**src/kwu_pkg.sv**
```systemverilog
// Package for the key-on wakeup stop-release block
package kwu_pkg;
	// ---------------------------------------------------------------
	// Register map
	// ---------------------------------------------------------------
	localparam logic [15:0] KEY_WAKE_ENABLE_ADDR = 16'h0031;
	localparam int          EN_LSB               = 4;
	localparam int          EN_MSB               = 7;
	localparam logic [3:0]  EN_RESET             = 4'h0;
	localparam logic [7:0]  READ_FILL            = 8'h00;
	// ---------------------------------------------------------------
	// Filter and release modes
	// ---------------------------------------------------------------
	localparam int          FILTER_SAMPLES       = 3;
	localparam logic        RELM_EDGE            = 1'b0;
	localparam logic        RELM_LEVEL           = 1'b1;
endpackage : kwu_pkg
```
**src/key_wakeup_stop_release.sv**
```systemverilog
// Key-on wakeup logic that decides when the stop state is released
`timescale 1ns/1ps
module key_wakeup_stop_release
	import kwu_pkg::*;
#(
	parameter int NUM_KEYS = 4
) (
	input  wire logic                mclk,
	input  wire logic                rst,
	input  wire logic                clkEn,
	input  wire logic [15:0]         regAddr,
	input  wire logic [7:0]          regWdata,
	input  wire logic                regWr,
	input  wire logic                regRd,
	output logic      [7:0]          regRdata,
	input  wire logic                releaseMode,
	input  wire logic                stopRequest,
	input  wire logic                stopPin,
	input  wire logic [NUM_KEYS-1:0] keyPins,
	output logic      [NUM_KEYS-1:0] keyPortLevel,
	output logic                     stopActive,
	output logic                     warmupStart
);
	typedef enum logic [1:0] {
		ST_RUN  = 2'b01,
		ST_STOP = 2'b10
	} state_e;

	state_e              state_q;
	logic [NUM_KEYS-1:0] keyEnable_q;
	logic [NUM_KEYS-1:0] keyFilt;
	logic                stopFilt;
	logic                stopFiltPrev_q;
	logic                keyRelease;
	logic                levelRelease;
	logic                edgeRelease;
	logic                releaseNow;

	// Register address decode, used by the write path only
	function automatic logic hitEnable(input logic [15:0] addr);
		return addr == KEY_WAKE_ENABLE_ADDR;
	endfunction

	// ---------------------------------------------------------------
	// Input filtering
	// ---------------------------------------------------------------
	// Key pins idle high, dedicated pin idles low
	for (genvar i = 0; i < NUM_KEYS; i++) begin : g_key
		kwu_pin_filter #(.SAMPLES(FILTER_SAMPLES), .INIT(1'b1)) u_keyFilt (
			.mclk        (mclk),
			.rst         (rst),
			.clkEn       (clkEn),
			.pinIn       (keyPins[i]),
			.pinFiltered (keyFilt[i])
		);
	end

	kwu_pin_filter #(.SAMPLES(FILTER_SAMPLES), .INIT(1'b0)) u_stopFilt (
		.mclk        (mclk),
		.rst         (rst),
		.clkEn       (clkEn),
		.pinIn       (stopPin),
		.pinFiltered (stopFilt)
	);

	// ---------------------------------------------------------------
	// Register port
	// ---------------------------------------------------------------
	// Write-only enables, one bit per key pin
	always_ff @(posedge mclk) begin
		if (rst) begin
			keyEnable_q <= EN_RESET;
		end else if (clkEn && regWr && hitEnable(regAddr)) begin
			keyEnable_q <= regWdata[EN_MSB:EN_LSB];
		end
	end

	// Read returns fixed fill, enables are not visible
	always_ff @(posedge mclk) begin
		if (rst)
			regRdata <= READ_FILL;
		else if (clkEn)
			regRdata <= READ_FILL;
	end

	// Port data path: raw pin level, separate from the detector
	always_ff @(posedge mclk) begin
		if (rst)
			keyPortLevel <= '1;
		else if (clkEn)
			keyPortLevel <= keyPins;
	end

	// ---------------------------------------------------------------
	// Release conditions
	// ---------------------------------------------------------------
	always_ff @(posedge mclk) begin
		if (rst)
			stopFiltPrev_q <= 1'b0;
		else if (clkEn)
			stopFiltPrev_q <= stopFilt;
	end

	// Low level on any enabled key pin
	assign keyRelease   = |(keyEnable_q & ~keyFilt);
	// Dedicated pin needs no enable
	assign levelRelease = stopFilt | keyRelease;
	assign edgeRelease  = stopFilt & ~stopFiltPrev_q;
	assign releaseNow   = (releaseMode == RELM_LEVEL) ? levelRelease : edgeRelease;

	// ---------------------------------------------------------------
	// Stop state control
	// ---------------------------------------------------------------
	// Stop entered by request, left by release
	always_ff @(posedge mclk) begin
		if (rst) begin
			state_q     <= ST_RUN;
			warmupStart <= 1'b0;
		end else if (clkEn) begin
			warmupStart <= 1'b0;
			case (state_q)
				ST_RUN: begin
					if (stopRequest) begin
						// Level condition present: skip stop
						if (releaseMode == RELM_LEVEL && levelRelease) begin
							warmupStart <= 1'b1;
						end else begin
							state_q <= ST_STOP;
						end
					end
				end
				ST_STOP: begin
					if (releaseNow) begin
						state_q     <= ST_RUN;
						warmupStart <= 1'b1;
					end
				end
				default: state_q <= ST_RUN;
			endcase
		end
	end

	assign stopActive = (state_q == ST_STOP);

	// ---------------------------------------------------------------
	// Assertions
	// ---------------------------------------------------------------
	a_reset_enables: assert property (@(posedge mclk) rst |=> keyEnable_q == EN_RESET)
		else $error("enables not cleared by reset");
	a_enable_write: assert property (@(posedge mclk) disable iff (rst)
		(clkEn && regWr && regAddr == KEY_WAKE_ENABLE_ADDR)
		|=> keyEnable_q == $past(regWdata[7:4]))
		else $error("enable write not stored");
	a_read_blank: assert property (@(posedge mclk) disable iff (rst)
		(clkEn && regRd) |=> regRdata == READ_FILL)
		else $error("read exposes enables");
	a_key_release: assert property (@(posedge mclk) disable iff (rst)
		(clkEn && state_q == ST_STOP && releaseMode && keyRelease)
		|=> (warmupStart && state_q == ST_RUN))
		else $error("enabled low key did not release");
	a_dedicated_level: assert property (@(posedge mclk) disable iff (rst)
		(clkEn && state_q == ST_STOP && releaseMode && stopFilt) |=> !stopActive)
		else $error("dedicated pin did not release");
	a_edge_nokeys: assert property (@(posedge mclk) disable iff (rst)
		(clkEn && state_q == ST_STOP && !releaseMode && !edgeRelease) |=> stopActive)
		else $error("edge mode released without rising edge");
	a_skip_stop: assert property (@(posedge mclk) disable iff (rst)
		(clkEn && state_q == ST_RUN && stopRequest && releaseMode && levelRelease)
		|=> (warmupStart && !stopActive))
		else $error("stop entered despite release condition");
	a_filter_glitch: assert property (@(posedge mclk) disable iff (rst)
		(clkEn && $rose(u_stopFilt.sync2_q)) ##1 (clkEn && !u_stopFilt.sync2_q)
		|=> $stable(stopFilt))
		else $error("single sample reached release logic");
	a_stop_entry: assert property (@(posedge mclk) disable iff (rst)
		(clkEn && state_q == ST_RUN && stopRequest && !releaseMode) |=> stopActive)
		else $error("stop request not honoured");

	// ---------------------------------------------------------------
	// Further checks
	// ---------------------------------------------------------------

	// Clock enable low freezes the control state
	a_freeze_state: assert property (@(posedge mclk) disable iff (rst)
		!clkEn
		|=> ($stable(state_q) && $stable(keyEnable_q) && $stable(stopFiltPrev_q)))
		else $error("state moved while clock enable low");

	// Warm-up pulse only ever lands in the run state
	a_warm_run: assert property (@(posedge mclk) disable iff (rst)
		warmupStart
		|-> !stopActive)
		else $error("warm-up pulse while still stopped");

	// Edge mode ignores low key pins
	a_edge_keys: assert property (@(posedge mclk) disable iff (rst)
		(clkEn && state_q == ST_STOP && !releaseMode && keyRelease && !edgeRelease)
		|=> stopActive)
		else $error("key pin released stop in edge mode");

	// Port path follows the raw pin one cycle later
	a_port_level: assert property (@(posedge mclk) disable iff (rst)
		clkEn
		|=> keyPortLevel == $past(keyPins))
		else $error("port level does not follow pins");

	// A second stop request while stopped changes nothing
	a_stop_ignored: assert property (@(posedge mclk) disable iff (rst)
		(clkEn && state_q == ST_STOP && stopRequest && !releaseNow)
		|=> stopActive)
		else $error("stop request while stopped left stop");

	// Edge mode never skips stop entry
	a_edge_noskip: assert property (@(posedge mclk) disable iff (rst)
		(clkEn && state_q == ST_RUN && stopRequest && !releaseMode)
		|=> !warmupStart)
		else $error("edge mode skipped stop entry");

	// No warm-up without a request or a release
	a_no_warm: assert property (@(posedge mclk) disable iff (rst)
		(clkEn && state_q == ST_RUN && !stopRequest)
		|=> !warmupStart)
		else $error("spurious warm-up pulse");

	// Run state held until a stop request
	a_run_stays: assert property (@(posedge mclk) disable iff (rst)
		(clkEn && state_q == ST_RUN && !stopRequest)
		|=> !stopActive)
		else $error("stop entered without request");

	// A one-sample dip on a key pin never reaches the detector
	a_key_glitch: assert property (@(posedge mclk) disable iff (rst)
		(clkEn && $fell(g_key[0].u_keyFilt.sync2_q)) ##1 (clkEn && g_key[0].u_keyFilt.sync2_q)
		|=> $stable(keyFilt[0]))
		else $error("single key sample reached release logic");

	// Reset leaves the block running and quiet
	a_reset_outputs: assert property (@(posedge mclk)
		rst
		|=> (!stopActive && !warmupStart && keyPortLevel == {NUM_KEYS{1'b1}}))
		else $error("outputs not at reset values");

	// State register holds a legal code
	a_state_legal: assert property (@(posedge mclk) disable iff (rst)
		(state_q == ST_RUN) ||
		(state_q == ST_STOP))
		else $error("illegal state code");

	// No enables and no dedicated level: stop holds
	a_keys_disabled: assert property (@(posedge mclk) disable iff (rst)
		(clkEn && state_q == ST_STOP && releaseMode && !stopFilt && ~|keyEnable_q)
		|=> stopActive)
		else $error("released with all keys disabled");

	// Level mode holds stop while no condition is present
	a_level_hold: assert property (@(posedge mclk) disable iff (rst)
		(clkEn && state_q == ST_STOP && releaseMode && !levelRelease)
		|=> stopActive)
		else $error("level mode released without condition");

	// Rising dedicated pin in edge mode releases
	a_edge_release: assert property (@(posedge mclk) disable iff (rst)
		(clkEn && state_q == ST_STOP && !releaseMode && edgeRelease)
		|=> (warmupStart && !stopActive))
		else $error("rising edge did not release");

	// Read data stays blank while frozen too
	a_rdata_frozen: assert property (@(posedge mclk) disable iff (rst)
		!clkEn
		|=> regRdata == READ_FILL)
		else $error("read data changed while frozen");

	// Edge detector history tracks the filtered pin
	a_prev_track: assert property (@(posedge mclk) disable iff (rst)
		clkEn
		|=> stopFiltPrev_q == $past(stopFilt))
		else $error("edge history out of step");

	c_key_wake:  cover property (@(posedge mclk) stopActive ##[1:50] (warmupStart && keyRelease));
	c_edge_wake: cover property (@(posedge mclk) stopActive && !releaseMode ##1 warmupStart);
	c_skip:      cover property (@(posedge mclk) state_q == ST_RUN && stopRequest ##1 warmupStart);
	// Dedicated level wake and a frozen stop
	c_ded_wake:  cover property (@(posedge mclk) stopActive && releaseMode && stopFilt ##1 warmupStart);
	c_freeze:    cover property (@(posedge mclk) stopActive && !clkEn ##1 stopActive);
endmodule // key_wakeup_stop_release

```
**src/kwu_pin_filter.sv**
```systemverilog
// Synchroniser and majority-free run filter for one wake input
`timescale 1ns/1ps
module kwu_pin_filter
	import kwu_pkg::*;
#(
	parameter int SAMPLES = FILTER_SAMPLES,
	parameter logic INIT  = 1'b1
) (
	input  wire logic mclk,
	input  wire logic rst,
	input  wire logic clkEn,
	input  wire logic pinIn,
	output logic      pinFiltered
);
	logic                 sync1_q;
	logic                 sync2_q;
	logic [SAMPLES-1:0]   hist_q;

	// ---------------------------------------------------------------
	// Two-stage synchroniser, then run filter
	// ---------------------------------------------------------------
	always_ff @(posedge mclk) begin
		if (rst) begin
			sync1_q <= INIT;
			sync2_q <= INIT;
		end else if (clkEn) begin
			sync1_q <= pinIn;
			sync2_q <= sync1_q;
		end
	end

	// Output changes only after SAMPLES equal samples
	always_ff @(posedge mclk) begin
		if (rst) begin
			hist_q      <= {SAMPLES{INIT}};
			pinFiltered <= INIT;
		end else if (clkEn) begin
			hist_q <= {hist_q[SAMPLES-2:0], sync2_q};
			if (&hist_q)
				pinFiltered <= 1'b1;
			else if (~|hist_q)
				pinFiltered <= 1'b0;
		end
	end
endmodule // kwu_pin_filter

```
**config.mk**
```make
export PLATFORM = sky130hd
export DESIGN_NAME = key_wakeup_stop_release
export DESIGN_NICKNAME = d
export VERILOG_FILES = /design/src/kwu_pkg.sv /design/src/key_wakeup_stop_release.sv /design/src/kwu_pin_filter.sv
export SDC_FILE = /design/constraint.sdc
export NUM_CORES = 1
export LEC_CHECK = 0
export BUFFER_PORTS_ARGS = -buffer_cell sky130_fd_sc_hd__buf_2
export CAP_MARGIN = 20
export CORE_ASPECT_RATIO = 1.25
export CORE_MARGIN = 3
export CORE_UTILIZATION = 40
export CTS_CLUSTER_DIAMETER = 200
export DETAILED_ROUTE_END_ITERATION = 7
export HOLD_SLACK_MARGIN = 0.08
export PLACE_DENSITY = 0.74
export SLEW_MARGIN = 10
export SYNTH_ARGS = -nofsm -noshare
export SYNTH_HDL_FRONTEND = slang
export SYNTH_SLANG_ARGS = --single-unit
```
**constraint.sdc**
```tcl
create_clock -name mclk -period 1.75 [get_ports mclk]
set_input_delay 0.4375 -clock mclk [delete_from_list [all_inputs] [get_ports mclk]]
set_output_delay 0.4375 -clock mclk [all_outputs]
set_load 0.05 [all_outputs]
```
# Word level (Yosys, flattened, before mapping)
# Cells that the tools add are included.
[word_totals] word_cells=80 reg_bits=42 output_inout_bits=14 input_bits=36
[op_classes] n_reduce_logical=20 n_bitwise=5 eq_ne=11 muxes=19
[ops] op="$eq A16 B6 Y1 const B" count=1
[ops] op="$reduce_and A3 Y1" count=5
[ops] op="$reduce_or A3 Y1" count=5
[ops] op="$mux W1" count=14
[ops] op="$ne A2 B1 Y1 const B" count=6
[ops] op="$reduce_and A2 Y1" count=5
[ops] op="$mux W2" count=3
[ops] op="$and A4 B4 Y4" count=1
[ops] op="$ne A2 B2 Y1 const B" count=2
[ops] op="$not A4 Y4" count=1
[ops] op="$pmux W2 S2" count=1
[ops] op="$reduce_and A4 Y1" count=1
[ops] op="$reduce_or A4 Y1" count=1
[ops] op="$logic_and A1 B1 Y1" count=3
[ops] op="$eq A2 B1 Y1 const B" count=1
[ops] op="$eq A2 B2 Y1 const B" count=1
[ops] op="$pmux W1 S2" count=1
[ops] op="$and A1 B1 Y1" count=1
[ops] op="$not A1 Y1" count=1
[ops] op="$or A1 B1 Y1" count=1

# Longest topological paths before layout
# Gate-level depths: netlist of the first run.
[depth] depth_word=8 depth_mapped=6 mapped_depth_nobuf=6

# Hierarchy
# From an unflattened synthesis of the first run, not the netlist that was laid out.
[unflattened] hier_cells=177 hier_area_um2=1933.1
[modules_own_cells] mod="kwu_pin_filter (g_key[0].u_keyFilt ...)" area_each_um2=255.2 cells_per_inst=20 n_inst=4 seq_area_each_um2=120.1
[modules_own_cells] mod="key_wakeup_stop_release" area_each_um2=674.4 cells_per_inst=76 n_inst=1 seq_area_each_um2=240.2
[modules_own_cells] mod="kwu_pin_filter (u_stopFilt)" area_each_um2=237.7 cells_per_inst=21 n_inst=1 seq_area_each_um2=120.1

# Worst setup path before layout of the first run
# OpenSTA, ideal clock, no wires.
[synth_path] kind="input -> register" start="input port regAddr[10]" end="register keyEnable_q[0]" stages=5 path_buffers=0 required_ns=1.622 t_arrival_ns=1.367 path_slack_ns=0.255 setup_time_ns=0.128 path_cell_list="nor4_1 -> nand3_1 -> nor4_4 -> mux2i_1 -> nor2_1"
[synth_between] elab_chain_len=2
[synth_lines] element="start, declared" line_no="key_wakeup_stop_release.sv:11" source="input wire logic [15:0] regAddr,"
[synth_lines] element="$eq A16 B6 Y1" line_no="key_wakeup_stop_release.sv:41" source="return addr == KEY_WAKE_ENABLE_ADDR;"
[synth_lines] element="$logic_and A1 B1 Y1" line_no="key_wakeup_stop_release.sv:73" source="end else if (clkEn && regWr && hitEnable(regAddr)) begin"
[synth_lines] element="end signal, assigned" line_no="key_wakeup_stop_release.sv:74" source="keyEnable_q <= regWdata[EN_MSB:EN_LSB];"
[synth_lines] element="end, declared" line_no="key_wakeup_stop_release.sv:30" source="logic [NUM_KEYS-1:0] keyEnable_q;"
# No other way between the ends.
# A chain may end at the register's enable or synchronous reset.

# Worst setup path after layout of the first run
[layout_path] start="register state_q[0]" end="output port stopActive"
[layout_between] elab_chain_len=1
[layout_lines] element="start, declared" line_no="key_wakeup_stop_release.sv:29" source="state_e state_q;"
[layout_lines] element="start signal, assigned" line_no="key_wakeup_stop_release.sv:117" source="state_q <= ST_RUN;"
[layout_lines] element="start signal, assigned" line_no="key_wakeup_stop_release.sv:128" source="state_q <= ST_STOP;"
[layout_lines] element="start signal, assigned" line_no="key_wakeup_stop_release.sv:134" source="state_q <= ST_RUN;"
[layout_lines] element="$eq A2 B2 Y1" line_no="key_wakeup_stop_release.sv:143" source="assign stopActive = (state_q == ST_STOP);"
[layout_lines] element="end, declared" line_no="key_wakeup_stop_release.sv:21" source="output logic stopActive,"
# No other way between the ends.

==> results of run 1 <==
[power breakdown]
group	internal, mW	switching [mW]	leakage, nW
sequential	0.905	0.0261	0.312
clock	0.317	0.284	0.0482
combinational	0.0962	0.148	0.494
[cell usage after synthesis (2+ instances only)]
library cell | instances | area (um^2)
a211o_1 | 17 | 149
a21oi_1 | 11 | 55.1
a31oi_1 | 5 | 31.3
buf_1 | 3 | 11.3
buf_2 | 3 | 15.0
buf_4 | 12 | 90.1
clkbuf_1 | 4 | 15.0
dfxtp_1 | 38 | 761
ha_1 | 2 | 25.0
inv_1 | 9 | 33.8
mux2i_1 | 10 | 100
nand2_1 | 5 | 18.8
nand3_1 | 2 | 10.0
nor2_1 | 15 | 56.3
nor2b_1 | 20 | 125
o21ai_0 | 4 | 20.0
o21bai_1 | 4 | 30.0
[layer usage]
metal  GRT usage  wire length [um]  vias up
met4      0.0698                79        0
li1            -                 -      676
met2       0.213              1350       46
met5           0                 0        -
met3      0.0396               219        5
met1       0.129              1310      576
[cell families after synthesis]
logic type	after synthesis	share of synthesized area
and+or+nand+nor	54	0.186
buffers and inverters	31	0.0973
other	1	0.00221
muxes	10	0.0590
AOI/OAI and AO/OA	46	0.192
adders and majority gates	2	0.0147
DFF	38	0.448
[sequential cells by signal, indices dropped and copies added (netlist names)]
name,cells
g_key.u_keyFilt.hist_q,12
g_key.u_keyFilt.pinFiltered,4
g_key.u_keyFilt.sync2_q,4
keyEnable_q,4
keyPortLevel,4
state_q,2
stopFiltPrev_q,1
u_stopFilt.hist_q,3
u_stopFilt.pinFiltered,1
u_stopFilt.sync1_q,1
u_stopFilt.sync2_q,1
warmupStart,1
[critical path, cell delays in order, from the launching register on]
cell     delay, ps
dfxtp_1        320
inv_1           70
ha_1           190
buf_2          270
[stage by stage]
| step | worst slack, ps | instance area (um^2) | util |
|---|---|---|---|
| after floorplan | 255 | 1720 | - |
| after CTS | 164 | 1970 | 0.499 |
| after global placement | 46.6 | 1870 | 0.476 |
| final | 176 | 1970 | 0.499 |
| after detailed placement | 16.9 | 1870 | 0.476 |
| after global routing | 110 | 1970 | 0.499 |
[worst paths after layout]
kind | startpoint | end | slack, ps | cells past startpoint
setup / recovery | state_q[0] | stopActive | 180 | 3
hold / removal | keyPins[0] | keyPortLevel[0] | 350 | 2
setup reg to reg | u_stopFilt.pinFiltered | state_q[0] | 310 | 4
hold reg to reg | g_key[0].u_keyFilt.hist_q[2] | g_key[0].u_keyFilt.hist_q[2] | 460 | 2
[cell type report]
cell class	instances	area (um^2)	area share
multi-input cells	120	797	0.405
well taps	54	67.6	0.0344
inverters	9	33.8	0.0172
clock inverters	1	5.00	0.00255
clock buffers	7	86.3	0.0439
flip-flops and latches	38	761	0.387
repair buffers	39	215	0.109
==> flow_metrics.tcl, run 1 <==
set metrics [dict create \
    place_congestion 0.682 \
    cts.sinks 38 \
    antennaDiodeCount 0 \
    syn2layout_area_growth_pct 15.9 \
    path_class "register to primary output" \
    grtUsageTotal 0.123 \
    cts_resized 0 \
    syn_area_um2 1700 \
    fin_hold_ws_ps 351 \
    hold_viol 0 \
    leakagePower_nw 0.855 \
    layout_commonest_cell "dfxtp_1" \
    antenna_found_initial 0 \
    cp_data_required_time_ps 1310 \
    arrival_ps 1140 \
    placed_cells 260 \
    io_pins 50 \
    via_count 1303 \
    cts-root-buf "clkbuf_8" \
    core_um2 3940 \
    max-cap-violations 0 \
    postCtsSetupBuffers 0 \
    first_global_vias 1217 \
    min_period_ps 1570 \
    setup_viol 0 \
    start_util 0.430 \
    wl_per_cell_um 11.0 \
    rsz0062_at_grt "no" \
    die_h_um 78.8 \
    cts_buffer_depth 2 \
    die-area_um2 5060 \
    grt_max_degree 39 \
    grt_first_pass_wirelength_um 4950 \
    drtPass1Iterations 4 \
    synth-seq-cells 38 \
    cts_tree "done" \
    rows 25 \
    hpwl_um 2010 \
    clkTransAtPathRegs_ps 70 \
    wirelength_um 2960 \
    cts-buffers-inserted 5 \
    synth_enable_flop_cells 0 \
    h-tree-depth 2 \
    final_max_slew_viol_count 0 \
    skew_ps 4.49 \
    vias_per_cell 4.86 \
    max_freq_mhz 635 \
    worst_setup_path_end_kind "primary output" \
    drc 0 \
    nets 251 \
    fin_cells 268 \
    fin_crit_sh 0.899 \
    dr.first_iter.drc_count 37 \
    ys_types 35 \
    tns_ps 0 \
    ys.flop_type "dfxtp_1" \
    max-vdd-ir-drop_mv 0.804 \
    die_w_um 64.3 \
    insertion_delay_ps 290 \
    final_layout_size_suffix_gt1_frac 0.229 \
    finalPower_mw 1.78 \
    hold_path.class "primary input to register" \
    yosysWarnings 0 \
    ys_async_sr_fraction 0 \
    startpoint_type "register" \
    power_density_nw_per_um2 904 \
    syn_area_per_cell_um2 9.32 \
    layout_common_cells "dfxtp_1 (38), buf_2 (36), nor2b_1 (20)" \
    ys_seq_area_frac 0.448 \
    grt-ovfl-total 0 \
    status "finished clean" \
    synthCells 182 \
    cts_hold_buf 0 \
    ant_nets 0 \
    portBuffers 36 \
    crit_fanout 3 \
    fillers 394 \
]
Note: power is estimated with default switching activity, not from simulation.
==> run 2, diff against run 1 <==
--- a/config.mk
+++ b/config.mk
@@ -7,13 +7,15 @@
 export LEC_CHECK = 0
 export BUFFER_PORTS_ARGS = -buffer_cell sky130_fd_sc_hd__buf_2
 export CAP_MARGIN = 20
+export CELL_PAD_IN_SITES_DETAIL_PLACEMENT = 1
+export CELL_PAD_IN_SITES_GLOBAL_PLACEMENT = 1
 export CORE_ASPECT_RATIO = 1.25
-export CORE_MARGIN = 3
-export CORE_UTILIZATION = 40
+export CORE_MARGIN = 4
+export CORE_UTILIZATION = 37
 export CTS_CLUSTER_DIAMETER = 200
 export DETAILED_ROUTE_END_ITERATION = 7
 export HOLD_SLACK_MARGIN = 0.08
-export PLACE_DENSITY = 0.74
+export PLACE_DENSITY = 0.87
 export SLEW_MARGIN = 10
 export SYNTH_ARGS = -nofsm -noshare
 export SYNTH_HDL_FRONTEND = slang
==> flow_metrics.tcl, run 2 (synthesized netlist as in run 1, its figures left out) <==
set metrics [dict create \
    status "finished clean" \
    placed_cells 266 \
    fillers 531 \
    cts-root-buf "clkbuf_8" \
    portBuffers 36 \
    rows 27 \
    startpoint_type "register" \
    fin_hold_ws_ps 352 \
    r2r-end "state_q[0]" \
    nets 253 \
    cp_slowest_cell "dfxtp_1" \
    insertion_delay_ps 290 \
    min_to "keyPortLevel[1]" \
    reg2reg_depth 5 \
    grtUsageTotal 0.135 \
    antennaDiodeCount 0 \
    layout_common_cells "dfxtp_1 (38), buf_2 (36), nor2b_1 (20)" \
    cts-buffers-inserted 5 \
    drc 0 \
    hold_path_depth 2 \
    arrival_ps 1160 \
    ff2ff_setup_slack_ps 280 \
    ant_nets 0 \
    cts_buffer_depth 2 \
    final_layout_size_suffix_gt1_frac 0.241 \
    fin_crit_sh 0.915 \
    setup_viol 0 \
    cp_data_required_time_ps 1310 \
    wl_per_cell_um 13.0 \
    worst_setup_path_end_kind "primary output" \
    rsz0062_at_grt "no" \
    largest_reg_flops 12 \
    io_pins 50 \
    cts_resized 0 \
    hold_path.class "primary input to register" \
    grt_first_pass_wirelength_um 5940 \
    r2r-start "keyEnable_q[1]" \
    final_max_slew_viol_count 0 \
    hpwl_um 2480 \
    via_count 1342 \
    vias_per_cell 4.90 \
    cts_tree "done" \
    skew_ps 3.73 \
    die-area_um2 5740 \
    wirelength_um 3550 \
    first_global_vias 1402 \
    clkTransAtPathRegs_ps 70 \
    max-cap-violations 0 \
    h-tree-depth 2 \
    dr.first_iter.drc_count 19 \
    antenna_found_initial 0 \
    hold_start "keyPins[1]" \
    crit_fanout 3 \
    crit_path_max_incr_delay_ps 320 \
    postCtsSetupBuffers 0 \
    min_period_ps 1600 \
    fin_cells 274 \
    cts.sinks 38 \
    drtPass1Iterations 2 \
    place_congestion 0.639 \
    max-vdd-ir-drop_mv 0.750 \
    grt-ovfl-total 0 \
    path_class "register to primary output" \
    power_density_nw_per_um2 1040 \
    die_h_um 83.7 \
    core_um2 4430 \
    die_w_um 68.6 \
    leakagePower_nw 0.883 \
    grt_max_degree 39 \
    hold_viol 0 \
    cts_hold_buf 0 \
    max_freq_mhz 625 \
    cp_cell_sequence "inv_1 -> ha_1 -> buf_2" \
    top_register "g_key.u_keyFilt.hist_q" \
    syn2layout_area_growth_pct 19.3 \
    layout_commonest_cell "dfxtp_1" \
    start_util 0.383 \
]
## run 2: cell types whose count changed in the layout (fill, tap and decap cells not counted)
| cell | change |
|---|---|
| clkinv_2 | -1 |
| buf_4 | +3 |
| bufinv_16 | +2 |
| buf_12 | -1 |
| clkbuf_1 | -1 |
## run 2: cell type report
class / instances / area, um^2 / share of cell area
multi-input combinational: 120 / 797 / 0.394
tap: 58 / 72.6 / 0.0358
inverter: 9 / 33.8 / 0.0167
clock inverter: 2 / 60.1 / 0.0297
sequential: 38 / 761 / 0.376
clock buffer: 6 / 82.6 / 0.0408
timing repair buffer: 41 / 218 / 0.108
## run 2: through the flow
stage / setup TNS (ps) / power (mW) / cell area, um^2 / utilization / setup slack (ps)
2_1_floorplan: 0 / 1.15 / 1720 / - / 255
3_3_place_gp: 0 / 1.19 / 1880 / 0.425 / 15.2
3_5_place_dp: -18.6 / 1.20 / 1880 / 0.425 / -11.3
4_1_cts: 0 / 2.13 / 2020 / 0.457 / 125
5_1_grt: 0 / 2.19 / 2020 / 0.457 / 61.1
6_report: 0 / 2.10 / 2020 / 0.457 / 150
## run 2: report_power, final
| part | switching, mW | internal, mW | leakage [nW] |
|---|---|---|---|
| clock | 0.313 | 0.608 | 0.0714 |
| combinational | 0.153 | 0.0960 | 0.499 |
| sequential | 0.0267 | 0.905 | 0.312 |
## run 2: worst max path at each step
stage | from | to | slack (ps) | depth (start not counted)
floorplan | regAddr[10] | keyEnable_q[0] | 260 | 5
global route | state_q[0] | stopActive | 60 | 3
CTS | state_q[0] | stopActive | 120 | 3
finish | state_q[0] | stopActive | 150 | 3
global placement | regAddr[2] | keyEnable_q[2] | 20 | 6
detailed placement | regAddr[2] | keyEnable_q[1] | -10 | 6
## run 2: worst max-delay path, delay by kind of cell (launching register included)
kind | cells | cell delay, ps
buffers and inverters | 2 | 350
flip-flops | 1 | 320
adder cells (fa/ha/maj) | 1 | 200
## run 2: metal layers
metal  track usage  wire (um)  vias to the layer above
met1         0.144       1470                      637
met3        0.0404        137                        5
li1              -          -                      678
met5             0          0                        -
met4        0.0542         63                        0
met2         0.235       1880                       22
